$ cat config.mk
export PLATFORM = sky130hd
export DESIGN_NAME = crossbar_route
export DESIGN_NICKNAME = d
export VERILOG_FILES = /design/src/common/crossbar_pkg.sv /design/src/common/pin_assign_if.sv /design/src/hdl/crossbar_route.sv /design/src/hdl/pin_assign_engine.sv
export SDC_FILE = /design/constraint.sdc
export NUM_CORES = 2
export LEC_CHECK = 0
export BUFFER_PORTS_ARGS = -buffer_cell sky130_fd_sc_hd__buf_2
export CORE_MARGIN = 1
export CORE_UTILIZATION = 57
export DETAILED_ROUTE_END_ITERATION = 12
export GPL_TIMING_DRIVEN = 0
export PLACE_DENSITY = 0.8
export SLEW_MARGIN = 10
export SYNTH_ARGS = -nofsm -noshare
export SYNTH_HDL_FRONTEND = slang
export SYNTH_SLANG_ARGS = --single-unit
$ cat constraint.sdc
create_clock -name clk_sys -period 7.1 [get_ports clk_sys]
set_clock_uncertainty 0.05 [all_clocks]
set_input_delay 0.71 -clock clk_sys [delete_from_list [all_inputs] [get_ports clk_sys]]
set_output_delay 0.71 -clock clk_sys [all_outputs]
set_load 0.005 [all_outputs]
$ cat src/common/crossbar_pkg.sv
/*
  Shared constants for the crossbar route-select block: register decode,
  field positions, reset values and the peripheral function list.
  Assumes one system clock domain and an 8-bit special-function bus.
*/
package crossbar_pkg;
  localparam int DATA_W = 8;
  localparam int NUM_PINS = 16;
  localparam int PIN_W = 4;
  localparam int NUM_FN = 24;
  localparam int CNT_W = 3;

  localparam logic [7:0] SFR_PAGE_CFG = 8'h0F;
  localparam logic [7:0] ADDR_ROUTE0 = 8'hE1;
  localparam logic [7:0] ADDR_ROUTE1 = 8'hE2;
  localparam logic [7:0] ROUTE0_RESET = 8'h00;
  localparam logic [7:0] ROUTE1_RESET = 8'h00;
  localparam logic [7:0] READ_IDLE = 8'h00;

  // First route-select register bits.
  localparam int B_CMP1_ASYNC = 7;
  localparam int B_CMP1_SYNC = 6;
  localparam int B_CMP0_ASYNC = 5;
  localparam int B_CMP0_SYNC = 4;
  localparam int B_TWOWIRE = 3;
  localparam int B_SERIAL_PERIPH = 2;
  localparam int B_CANBUS = 1;
  localparam int B_ASYNC_SERIAL = 0;

  // Second route-select register bits.
  localparam int B_TIMER1_IN = 7;
  localparam int B_TIMER0_IN = 6;
  localparam int B_COUNTER_IN = 5;
  localparam int B_CAPCOMP_HI = 4;
  localparam int B_CAPCOMP_LO = 2;
  localparam int B_SYSCLOCK_OUT = 1;
  localparam logic [CNT_W-1:0] CAPCOMP_MAX = 3'b110;

  // Fixed pins of the async serial port and the controller area network.
  localparam logic [PIN_W-1:0] PIN_SER_TX = 4'h4;
  localparam logic [PIN_W-1:0] PIN_SER_RX = 4'h5;
  localparam logic [PIN_W-1:0] PIN_CAN_TX = 4'h6;
  localparam logic [PIN_W-1:0] PIN_CAN_RX = 4'h7;

  // Function indices, listed in falling crossbar priority.
  localparam int F_SER_TX = 0;
  localparam int F_SER_RX = 1;
  localparam int F_CAN_TX = 2;
  localparam int F_CAN_RX = 3;
  localparam int F_SPI_SCK = 4;
  localparam int F_SPI_MISO = 5;
  localparam int F_SPI_MOSI = 6;
  localparam int F_SPI_NSS = 7;
  localparam int F_TW_DATA = 8;
  localparam int F_TW_CLK = 9;
  localparam int F_CMP0_SYNC = 10;
  localparam int F_CMP0_ASYNC = 11;
  localparam int F_CMP1_SYNC = 12;
  localparam int F_CMP1_ASYNC = 13;
  localparam int F_SYSTEM_CLOCK_SIGNAL = 14;
  localparam int F_CAPCOMP0 = 15;
  localparam int F_COUNTER_IN = 21;
  localparam int F_TIMER0_IN = 22;
  localparam int F_TIMER1_IN = 23;
  localparam int NUM_FIXED = 4;

  localparam logic FN_IN_IDLE = 1'b1;
endpackage

$ cat src/common/pin_assign_if.sv
/*
  Carrier between the crossbar top and its pin assignment engine.
  Assumes both ends sit on the same clock; all signals are combinational.
*/
interface pin_assign_if;
  import crossbar_pkg::*;
  logic [NUM_FN-1:0] fn_req;
  logic [NUM_PINS-1:0] pin_skip;
  logic [NUM_FN-1:0][PIN_W-1:0] fn_pin;
  logic [NUM_FN-1:0] fn_hit;

  modport engine (input fn_req, input pin_skip, output fn_pin, output fn_hit);
  modport user (output fn_req, output pin_skip, input fn_pin, input fn_hit);
endinterface

$ cat src/hdl/crossbar_route.sv
/*
  Crossbar route-select registers and the pin multiplexer they steer.
  Holds both route-select registers on the special-function bus, builds
  the function request list, asks the assignment engine for pins and
  drives the port pins, returning pin levels to the peripherals.
  Assumes the peripheral side drives fn_out/fn_oe on clk_sys and that the
  pin inputs are asynchronous to it.
*/
// Overview of operation
// - Register 0 bit 7 routes comparator 1 asynchronous output to a pin.
// - Register 0 bit 6 routes comparator 1 synchronous output to a pin.
// - Register 0 bit 5 routes comparator 0 asynchronous output to a pin.
// - Register 0 bit 4 routes comparator 0 synchronous output to a pin.
// - Register 0 bit 3 routes both two-wire bus signals to pins.
// - Register 0 bit 2 routes serial peripheral signals, three or four pins.
// - Register 0 bit 1 puts CAN transmit on P0.6, receive on P0.7.
// - Register 0 bit 0 puts serial transmit on P0.4, receive on P0.5.
// - Register 0 at 0xE1 page 0x0F, fully read/write, resets to zero.
// - Register 1 bit 7 connects the timer 1 external input to a pin.
// - Register 1 bit 6 connects the timer 0 external input to a pin.
// - Register 1 bit 5 connects the counter external input to a pin.
// - Register 1 bits 4:2 route the first N capture pins; 111 reserved.
// - Register 1 bit 1 drives the system clock out on a pin.
// - Register 1 at 0xE2 page 0x0F, every bit resets to zero.
// - Other enabled functions take the lowest unassigned pin in priority order.
// - Skipped pins are passed over as if already taken, except by the fixed serial and CAN pins.
// - With the global enable clear, pins stay inputs, selections ignored.
module crossbar_route
  import crossbar_pkg::*;
(
  input wire logic clk_sys, // System clock, 200 MHz
  input wire logic rst_n, // Synchronous reset, active low
  input wire logic [7:0] sfr_addr, // Special-function address
  input wire logic [7:0] sfr_page, // Special-function page
  input wire logic sfr_wr, // Write strobe, one cycle
  input wire logic sfr_rd, // Read strobe, one cycle
  input wire logic [DATA_W-1:0] sfr_wdata, // Write data
  output logic [DATA_W-1:0] sfr_rdata, // Read data, registered
  output logic sfr_rd_hit, // Read matched one of our registers
  input wire logic crossbar_global_enable, // Crossbar enable level
  input wire logic [NUM_PINS-1:0] pin_skip_mask, // Pins the crossbar passes over
  input wire logic spi_four_wire, // Serial peripheral uses its select pin
  input wire logic [NUM_FN-1:0] fn_out, // Peripheral output levels
  input wire logic [NUM_FN-1:0] fn_oe, // Peripheral output enables
  output logic [NUM_FN-1:0] fn_in, // Pin levels returned to peripherals
  output logic [NUM_FN-1:0] fn_routed, // Function currently owns a pin
  input wire logic [NUM_PINS-1:0] gpio_out, // Plain port output levels
  input wire logic [NUM_PINS-1:0] gpio_oe, // Plain port output enables
  output logic [NUM_PINS-1:0] port_level, // Synchronised pin levels
  input wire logic [NUM_PINS-1:0] pin_i, // Pad input levels
  output logic [NUM_PINS-1:0] pin_o, // Pad output levels
  output logic [NUM_PINS-1:0] pin_oe // Pad output enables, high drives
);
  logic [DATA_W-1:0] route0_q;
  logic [DATA_W-1:0] route1_q;
  logic [DATA_W-1:0] rdata_d;
  logic rd_hit_d;
  logic sel_route0;
  logic sel_route1;

  logic cmp1_async_route_en;
  logic cmp1_sync_route_en;
  logic cmp0_async_route_en;
  logic cmp0_sync_route_en;
  logic twowire_route_en;
  logic serial_periph_route_en;
  logic canbus_route_en;
  logic async_serial_route_en;
  logic timer1_input_route_en;
  logic timer0_input_route_en;
  logic counter_ext_input_route_en;
  logic [CNT_W-1:0] capcomp_module_count;
  logic sysclock_out_route_en;

  logic [NUM_FN-1:0] req;
  logic [NUM_PINS-1:0] pin_meta_q;
  logic [NUM_PINS-1:0] pin_sync_q;
  logic [NUM_PINS-1:0] pin_o_d;
  logic [NUM_PINS-1:0] pin_oe_d;
  logic [NUM_FN-1:0] fn_in_d;
  logic [NUM_FN-1:0] routed_d;

  pin_assign_if pa ();

  // Register decode. Both registers live on the configuration page only.
  always_comb begin
    sel_route0 = 1'b0;
    sel_route1 = 1'b0;
    if (sfr_page == SFR_PAGE_CFG && sfr_addr == ADDR_ROUTE0) begin
      sel_route0 = 1'b1;
    end else if (sfr_page == SFR_PAGE_CFG && sfr_addr == ADDR_ROUTE1) begin
      sel_route1 = 1'b1;
    end
  end

  always_ff @(posedge clk_sys) begin
    if (!rst_n) begin
      route0_q <= ROUTE0_RESET;
    end else if (sfr_wr && sel_route0) begin
      route0_q <= sfr_wdata;
    end
  end

  // The reserved low bit is stored as written so software reads back its
  // own value; it reaches no routing logic.
  always_ff @(posedge clk_sys) begin
    if (!rst_n) begin
      route1_q <= ROUTE1_RESET;
    end else if (sfr_wr && sel_route1) begin
      route1_q <= sfr_wdata;
    end
  end

  always_comb begin
    rdata_d = READ_IDLE;
    rd_hit_d = 1'b0;
    if (sfr_rd && sel_route0) begin
      rdata_d = route0_q;
      rd_hit_d = 1'b1;
    end else if (sfr_rd && sel_route1) begin
      rdata_d = route1_q;
      rd_hit_d = 1'b1;
    end
  end

  always_ff @(posedge clk_sys) begin
    if (!rst_n) begin
      sfr_rdata <= READ_IDLE;
      sfr_rd_hit <= 1'b0;
    end else begin
      sfr_rdata <= rdata_d;
      sfr_rd_hit <= rd_hit_d;
    end
  end

  // Field extraction.
  assign cmp1_async_route_en = route0_q[B_CMP1_ASYNC];
  assign cmp1_sync_route_en = route0_q[B_CMP1_SYNC];
  assign cmp0_async_route_en = route0_q[B_CMP0_ASYNC];
  assign cmp0_sync_route_en = route0_q[B_CMP0_SYNC];
  assign twowire_route_en = route0_q[B_TWOWIRE];
  assign serial_periph_route_en = route0_q[B_SERIAL_PERIPH];
  assign canbus_route_en = route0_q[B_CANBUS];
  assign async_serial_route_en = route0_q[B_ASYNC_SERIAL];
  assign timer1_input_route_en = route1_q[B_TIMER1_IN];
  assign timer0_input_route_en = route1_q[B_TIMER0_IN];
  assign counter_ext_input_route_en = route1_q[B_COUNTER_IN];
  assign capcomp_module_count = route1_q[B_CAPCOMP_HI:B_CAPCOMP_LO];
  assign sysclock_out_route_en = route1_q[B_SYSCLOCK_OUT];

  // Request list. Every request is gated by the global enable, so with it
  // clear nothing is routed whatever the registers hold.
  always_comb begin
    req = '0;
    req[F_SER_TX] = async_serial_route_en;
    req[F_SER_RX] = async_serial_route_en;
    req[F_CAN_TX] = canbus_route_en;
    req[F_CAN_RX] = canbus_route_en;
    req[F_SPI_SCK] = serial_periph_route_en;
    req[F_SPI_MISO] = serial_periph_route_en;
    req[F_SPI_MOSI] = serial_periph_route_en;
    req[F_SPI_NSS] = serial_periph_route_en && spi_four_wire;
    req[F_TW_DATA] = twowire_route_en;
    req[F_TW_CLK] = twowire_route_en;
    req[F_CMP0_SYNC] = cmp0_sync_route_en;
    req[F_CMP0_ASYNC] = cmp0_async_route_en;
    req[F_CMP1_SYNC] = cmp1_sync_route_en;
    req[F_CMP1_ASYNC] = cmp1_async_route_en;
    req[F_SYSTEM_CLOCK_SIGNAL] = sysclock_out_route_en;
    req[F_COUNTER_IN] = counter_ext_input_route_en;
    req[F_TIMER0_IN] = timer0_input_route_en;
    req[F_TIMER1_IN] = timer1_input_route_en;
    // The reserved count 111 routes nothing rather than guessing a width.
    for (int m = 0; m < F_COUNTER_IN - F_CAPCOMP0; m++) begin
      req[F_CAPCOMP0 + m] = (capcomp_module_count <= CAPCOMP_MAX) &&
                            (CNT_W'(m) < capcomp_module_count);
    end
    if (!crossbar_global_enable) begin
      req = '0;
    end
  end

  assign pa.fn_req = req;
  assign pa.pin_skip = pin_skip_mask;

  pin_assign_engine u_engine (
    .pa (pa)
  );

  // Pad inputs are asynchronous; two stages before any use.
  always_ff @(posedge clk_sys) begin
    if (!rst_n) begin
      pin_meta_q <= '0;
      pin_sync_q <= '0;
    end else begin
      pin_meta_q <= pin_i;
      pin_sync_q <= pin_meta_q;
    end
  end

  assign port_level = pin_sync_q;

  // Per-pin output multiplexer. A pin owned by no function falls back to
  // plain port output; with the crossbar disabled every driver is off.
  generate
    for (genvar p = 0; p < NUM_PINS; p++) begin : g_pin
      always_comb begin
        pin_o_d[p] = gpio_out[p];
        pin_oe_d[p] = gpio_oe[p];
        for (int f = 0; f < NUM_FN; f++) begin
          if (pa.fn_hit[f] && pa.fn_pin[f] == PIN_W'(p)) begin
            if (f == F_TW_DATA || f == F_TW_CLK) begin
              // Two-wire pins are open drain: pull low only, never drive high.
              pin_o_d[p] = 1'b0;
              pin_oe_d[p] = fn_oe[f] && !fn_out[f];
            end else begin
              pin_o_d[p] = fn_out[f];
              pin_oe_d[p] = fn_oe[f];
            end
          end
        end
        if (!crossbar_global_enable) begin
          pin_o_d[p] = 1'b0;
          pin_oe_d[p] = 1'b0;
        end
      end
    end
  endgenerate

  // Inputs back to peripherals: an unrouted function sees the idle level,
  // so a disabled receiver never picks up a stray edge from a pin.
  generate
    for (genvar f = 0; f < NUM_FN; f++) begin : g_fn
      always_comb begin
        routed_d[f] = pa.fn_hit[f];
        fn_in_d[f] = pa.fn_hit[f] ? pin_sync_q[pa.fn_pin[f]] : FN_IN_IDLE;
      end
    end
  endgenerate

  always_ff @(posedge clk_sys) begin
    if (!rst_n) begin
      pin_o <= '0;
      pin_oe <= '0;
    end else begin
      pin_o <= pin_o_d;
      pin_oe <= pin_oe_d;
    end
  end

  always_ff @(posedge clk_sys) begin
    if (!rst_n) begin
      fn_in <= {NUM_FN{FN_IN_IDLE}};
      fn_routed <= '0;
    end else begin
      fn_in <= fn_in_d;
      fn_routed <= routed_d;
    end
  end
endmodule

$ cat src/hdl/pin_assign_engine.sv
/*
  Priority pin assignment: fixed-pin functions first, then every other
  requested function takes the lowest free, unskipped pin in index order.
  Assumes requests and skip mask are stable, same-clock levels.
*/
module pin_assign_engine
  import crossbar_pkg::*;
(
  pin_assign_if.engine pa // Requests in, pin choices out
);
  logic [NUM_PINS-1:0] taken;
  logic [NUM_FN-1:0][PIN_W-1:0] pin_d;
  logic [NUM_FN-1:0] hit_d;
  logic found;

  always_comb begin
    taken = pa.pin_skip;
    pin_d = '0;
    hit_d = '0;
    found = 1'b0;
    // The fixed functions ignore the skip mask and claim their pins first.
    if (pa.fn_req[F_SER_TX]) begin
      pin_d[F_SER_TX] = PIN_SER_TX;
      pin_d[F_SER_RX] = PIN_SER_RX;
      hit_d[F_SER_TX] = 1'b1;
      hit_d[F_SER_RX] = 1'b1;
      taken[PIN_SER_TX] = 1'b1;
      taken[PIN_SER_RX] = 1'b1;
    end
    if (pa.fn_req[F_CAN_TX]) begin
      pin_d[F_CAN_TX] = PIN_CAN_TX;
      pin_d[F_CAN_RX] = PIN_CAN_RX;
      hit_d[F_CAN_TX] = 1'b1;
      hit_d[F_CAN_RX] = 1'b1;
      taken[PIN_CAN_TX] = 1'b1;
      taken[PIN_CAN_RX] = 1'b1;
    end
    for (int f = NUM_FIXED; f < NUM_FN; f++) begin
      found = 1'b0;
      if (pa.fn_req[f]) begin
        for (int p = 0; p < NUM_PINS; p++) begin
          if (!found && !taken[p]) begin
            found = 1'b1;
            taken[p] = 1'b1;
            pin_d[f] = PIN_W'(p);
            hit_d[f] = 1'b1;
          end
        end
      end
    end
  end

  // A request that finds no free pin simply stays unrouted.
  assign pa.fn_pin = pin_d;
  assign pa.fn_hit = hit_d;
endmodule

==> flow_summary.json, run 1 <==
{
  "place_congestion": 1.15,
  "synth_area_sq_um": 26700,
  "die_y_um": 218,
  "dp.cells": 4863,
  "io_buffers": 236,
  "pin_count": 247,
  "yosys.area_share.simple_pct": 31.5,
  "rows": 78,
  "netlist.area_leader.share_pct": 10.1,
  "synthTopCellsByArea": "dfxtp_1 10%, mux2i_1 7.7%, nand2_1 6.4%",
  "synth_compound_area_share_pct": 39.7,
  "synthesis.nets": 4168,
  "haltStage": "5_1_grt",
  "async_flop_share_pct": 0,
  "grt-ovfl-total": 1502,
  "hold_buffers": 0,
  "postSynthAreaPerCell_sq_um": 6.63,
  "ys_seq_area_share_pct": 10.1,
  "grt_max_degree": 17,
  "htreeDepth": 4,
  "cts_sinks": 135,
  "synth-xor-area-share_pct": 0.623,
  "synthTopCellsByCount": "454 x nand2_1, 453 x nor2_1, 316 x a21oi_1, 264 x o21ai_0, 205 x mux2i_1",
  "error_line": "[ERROR GRT-0116] Global routing finished with congestion. Check the congestion regions in the DRC Viewer.",
  "synth_edf_count": 0,
  "grt_pass1_wl_um": 320000,
  "grtUsageTotal_pct": 89.0,
  "start_util_pct": 58.3,
  "synth_top_family_by_area": "compound AO/OA/AOI/OAI gates",
  "outcome": "did not finish",
  "fp.dieW_um": 218,
  "cts-root-buf": "clkbuf_16",
  "clk_path_buf_depth": 2,
  "dp_hpwl_um": 113000,
  "ys_ff_latch": 135,
  "synthFlopType": "dfxtp_1",
  "synthMuxAreaShare_pct": 11.4,
  "synth_adder_area_share_pct": 1.74,
  "synth_cell_types": 133,
  "place_ws_ns": -3.11,
  "yosysMostFrequentCell": "nand2_1",
  "synth_warnings": 0,
  "syn_inst": 4026,
  "cts_buffers": 17,
  "dpl-instance-area_sq_um": 29000,
  "grt_pass1_vias": 47446,
  "synth_top_area_cell": "dfxtp_1"
}
[cells by family after synthesis]
| group | Yosys count |
|---|---|
| buffers and inverters | 298 |
| adders and majority gates | 45 |
| AOI/OAI and AO/OA | 1516 |
| DFF | 135 |
| and+or+nand+nor | 1720 |
| muxes | 293 |
| xor gates and xnor gates | 19 |
[routing by layer]
| metal | GRT usage [%] | overflow |
|---|---|---|
| met1 | 91.0 | 218 |
| met2 | 100 | 728 |
| met3 | 79.0 | 237 |
| met4 | 80.6 | 281 |
| met5 | 66.5 | 38 |
[what timing repair did]
item / CTS
endpoints found under the setup margin: 56
gates cloned: 3
setup buffers: 302
resized for setup: 807
pin swaps: 216
[per-stage QoR]
| step | TNS, ns | hold slack, ns |
|---|---|---|
| after CTS | -11.17 | 0.389 |
| after detailed placement | -136.31 | 0.370 |
| after global placement | -138.95 | 0.363 |
| after floorplan | -9.11 | 0.362 |
==> run 2, diff against run 1 <==
--- a/config.mk
+++ b/config.mk
@@ -7,10 +7,10 @@
 export LEC_CHECK = 0
 export BUFFER_PORTS_ARGS = -buffer_cell sky130_fd_sc_hd__buf_2
 export CORE_MARGIN = 1
-export CORE_UTILIZATION = 57
+export CORE_UTILIZATION = 40
 export DETAILED_ROUTE_END_ITERATION = 12
 export GPL_TIMING_DRIVEN = 0
-export PLACE_DENSITY = 0.8
+export PLACE_DENSITY_LB_ADDON = 0.15
 export SLEW_MARGIN = 10
 export SYNTH_ARGS = -nofsm -noshare
 export SYNTH_HDL_FRONTEND = slang
==> constraint.sdc (replaced) <==
create_clock -name clk_sys -period 9.25 [get_ports clk_sys]
set_clock_uncertainty 0.05 [all_clocks]
set_input_delay 0.925 -clock clk_sys [delete_from_list [all_inputs] [get_ports clk_sys]]
set_output_delay 0.925 -clock clk_sys [all_outputs]
set_load 0.005 [all_outputs]
==> run 2 against run 1 <==
Effect of this change: the flow now finishes, with violations (capacitance limit, slew limit); synthesized cell count unchanged; synthesized area unchanged.
==> flow_summary.json, run 2 <==
{
  "outcome": "complete, but fails checks",
  "violations": "capacitance limit, slew limit",
  "top_regs": "fn_in x24, fn_routed x22",
  "worst_slack_ns": 0.0692,
  "first_iter_violations": 6180,
  "cts.clk_slew.worst_paths_ns": 0.08,
  "io_buffers": 236,
  "place_ws_ns": -1.56,
  "min_period_ns": 9.18,
  "postSynthAreaPerCell_sq_um": 6.63,
  "grt-ovfl-total": 0,
  "slew_viol_final": 5,
  "vias": 36498,
  "cts_tree": "built",
  "cp_slowest_stage_delay_ns": 0.79,
  "clk_path_buf_depth": 2,
  "powerDensity_nw_per_um2": 70.4,
  "drt_first_pass_iters": 9,
  "ir_drop_mv": 0.0770,
  "netlist.area_leader.share_pct": 10.1,
  "grt_max_degree": 17,
  "die_y_um": 260,
  "cp.arrival_ns": 9.49,
  "synthFlopType": "dfxtp_1",
  "final_net_count": 4457,
  "synth_area_sq_um": 26700,
  "cts_buffers": 17,
  "ys_seq_area_share_pct": 10.1,
  "syn_inst": 4026,
  "cts_sinks": 135,
  "core_sq_um": 65900,
  "grtUsageTotal_pct": 42.3,
  "startpoint": "pin_skip_mask[0]",
  "ys_ff_latch": 135,
  "yosysMostFrequentCell": "nand2_1",
  "whs_path_depth": 1,
  "hold_viol_final": 0,
  "antenna_found_initial": 8,
  "drcViolationCount": 0,
  "fmax_ghz": 0.109,
  "synthesis.nets": 4168,
  "dp_hpwl_um": 122000,
  "antenna_left": 0,
  "design.die.area_sq_um": 67800,
  "drt-vias-per-instance": 7.03,
  "timing_worst_setup_path_type": "input port to flip-flop",
  "fp.dieW_um": 260,
  "drive_gt1_share_pct": 18.6,
  "wl_um": 150000,
  "cp-endpoint": "pin_oe[11]",
  "r2r_start": "route0_q[2]",
  "mostFrequentLayoutCell": "nand2_1",
  "syn2layout_area_growth_pct": 16.3,
  "slowest_stage": "or4b_2",
  "synth_edf_count": 0,
  "start_util_pct": 40.5,
  "setup_violations": 0,
  "cap_violations": 1,
  "worst_slew_pin_slew_ns": 1.53,
  "htreeDepth": 4,
  "period_share_pct": 99.3,
  "r2r_cells": 29,
  "r2r_slack_ns": 0.22,
  "worstPathRequired_ns": 9.56,
  "power.leakage_nw": 11.1,
  "r2r_end": "pin_oe[14]",
  "cpMostUsedCell": "buf_2",
  "grt_pass1_wl_um": 215000,
  "async_flop_share_pct": 0,
  "startpoint_type": "input port",
  "synth_top_area_cell": "dfxtp_1",
  "synthTopCellsByArea": "dfxtp_1 10%, mux2i_1 7.7%, nand2_1 6.4%",
  "fill_cells": 7035,
  "cts-root-buf": "clkbuf_16",
  "hp-class": "flip-flop to flip-flop",
  "top_register": "fn_in",
  "pin_count": 247,
  "largest_register_ffs": 24,
  "final_cell_mix": "448 x nand2_1, 442 x nor2_1, 296 x a21oi_1, 269 x buf_2, 253 x o21ai_0",
  "synth_cell_types": 133,
  "avgRoutedWirePerCell_um": 28.9,
  "synthTopCellsByCount": "454 x nand2_1, 453 x nor2_1, 316 x a21oi_1, 264 x o21ai_0, 205 x mux2i_1",
  "place_congestion": 1.07,
  "critPathCaptureType": "flip-flop",
  "synth_warnings": 0,
  "grt_pass1_vias": 31559,
  "hold_buffers": 0,
  "slew-limit-headroom_pct": -3.00,
  "seqCellArea_sq_um": 2700,
  "critPathMaxFanout": 10,
  "clk_latency_ns": 0.50,
  "rows": 94,
  "multi_input_area_sq_um": 23800,
  "finalSetupTns_ns": 0
}
## run 2: metal layers
| metal | routed length, um | vias up | global-route usage [%] | part of all wire (%) |
|---|---|---|---|---|
| li1 | - | 16146 | - | - |
| met1 | 63700 | 17369 | 61.1 | 42 |
| met2 | 59500 | 2661 | 59.2 | 40 |
| met3 | 22000 | 314 | 12.7 | 15 |
| met4 | 4920 | 8 | 12.5 | 3.3 |
| met5 | 41 | - | 0 | 0.027 |
## run 2: logic make-up (layout without fill, tap and decap cells)
kind of cell             after synthesis  in the layout  synth area share [%]
AO/OA/AOI/OAI                       1516           1516                  39.7
adder cells (fa/ha/maj)               45             45                  1.74
XOR/XNOR                              19             19                 0.623
multiplexers                         293            293                  11.4
AND/OR/NAND/NOR                     1720           1720                  31.5
buffers and inverters                298            600                  4.94
flip-flops                           135            135                  10.1
other                                  0              3                     0
## run 2: area by class of cell
type	instances	share of cell area (%)
well taps	864	3.48
inverters	48	0.593
clock inverters	15	0.581
clock buffers	17	1.37
flip-flops and latches	135	8.71
repair buffers	277	4.86
diodes	3	0.0242
multi-input cells	3593	76.7
plain buffers	243	3.67
## run 2: what timing repair did
action | in CTS | in global routing
pin swaps | 3 | 26
endpoints found under the setup margin | 38 | 42
resized for setup | 43 | 209
buffers inserted | 5 | 34
## run 2: metrics by stage
step	power [mW]	utilization, %	instances	hold slack [ns]	cell area (sq um)
final	2.18	47.1	5195	0.366	31000
after global routing	2.24	47.1	5195	0.386	31000
after CTS	2.12	45.3	5163	0.367	29800
after detailed placement	1.35	44.0	5128	0.369	29000
after global placement	1.36	44.0	5126	0.362	29000
after floorplan	1.08	-	4026	0.362	26700
## run 2: worst min path at each step
stage / start / endpoint / slack [ns]
after global placement: pin_meta_q[11] / port_level[11] / 0.36
after detailed placement: pin_meta_q[11] / port_level[11] / 0.37
final: pin_meta_q[5] / port_level[5] / 0.37
after global routing: pin_meta_q[5] / port_level[5] / 0.39
after CTS: pin_meta_q[5] / port_level[5] / 0.37
after floorplan: pin_meta_q[0] / port_level[0] / 0.36
## run 2: worst max-delay path, delay by kind of cell
kind	cells	cell delay (ns)
AOI/OAI and AO/OA	15	4.26
buffers and inverters	7	1.36
and+or+nand+nor	9	2.93
## run 2: report_power, final
group | leakage, nW | internal (mW) | total [mW] | switching [mW]
clock | 0.298 | 0.388 | 0.761 | 0.374
sequential | 1.10 | 0.593 | 0.599 | 0.00580
combinational | 9.66 | 0.254 | 0.824 | 0.569
total | 11.1 | 1.24 | 2.18 | 0.949
No activity file was read; power rests on OpenSTA's default activity.
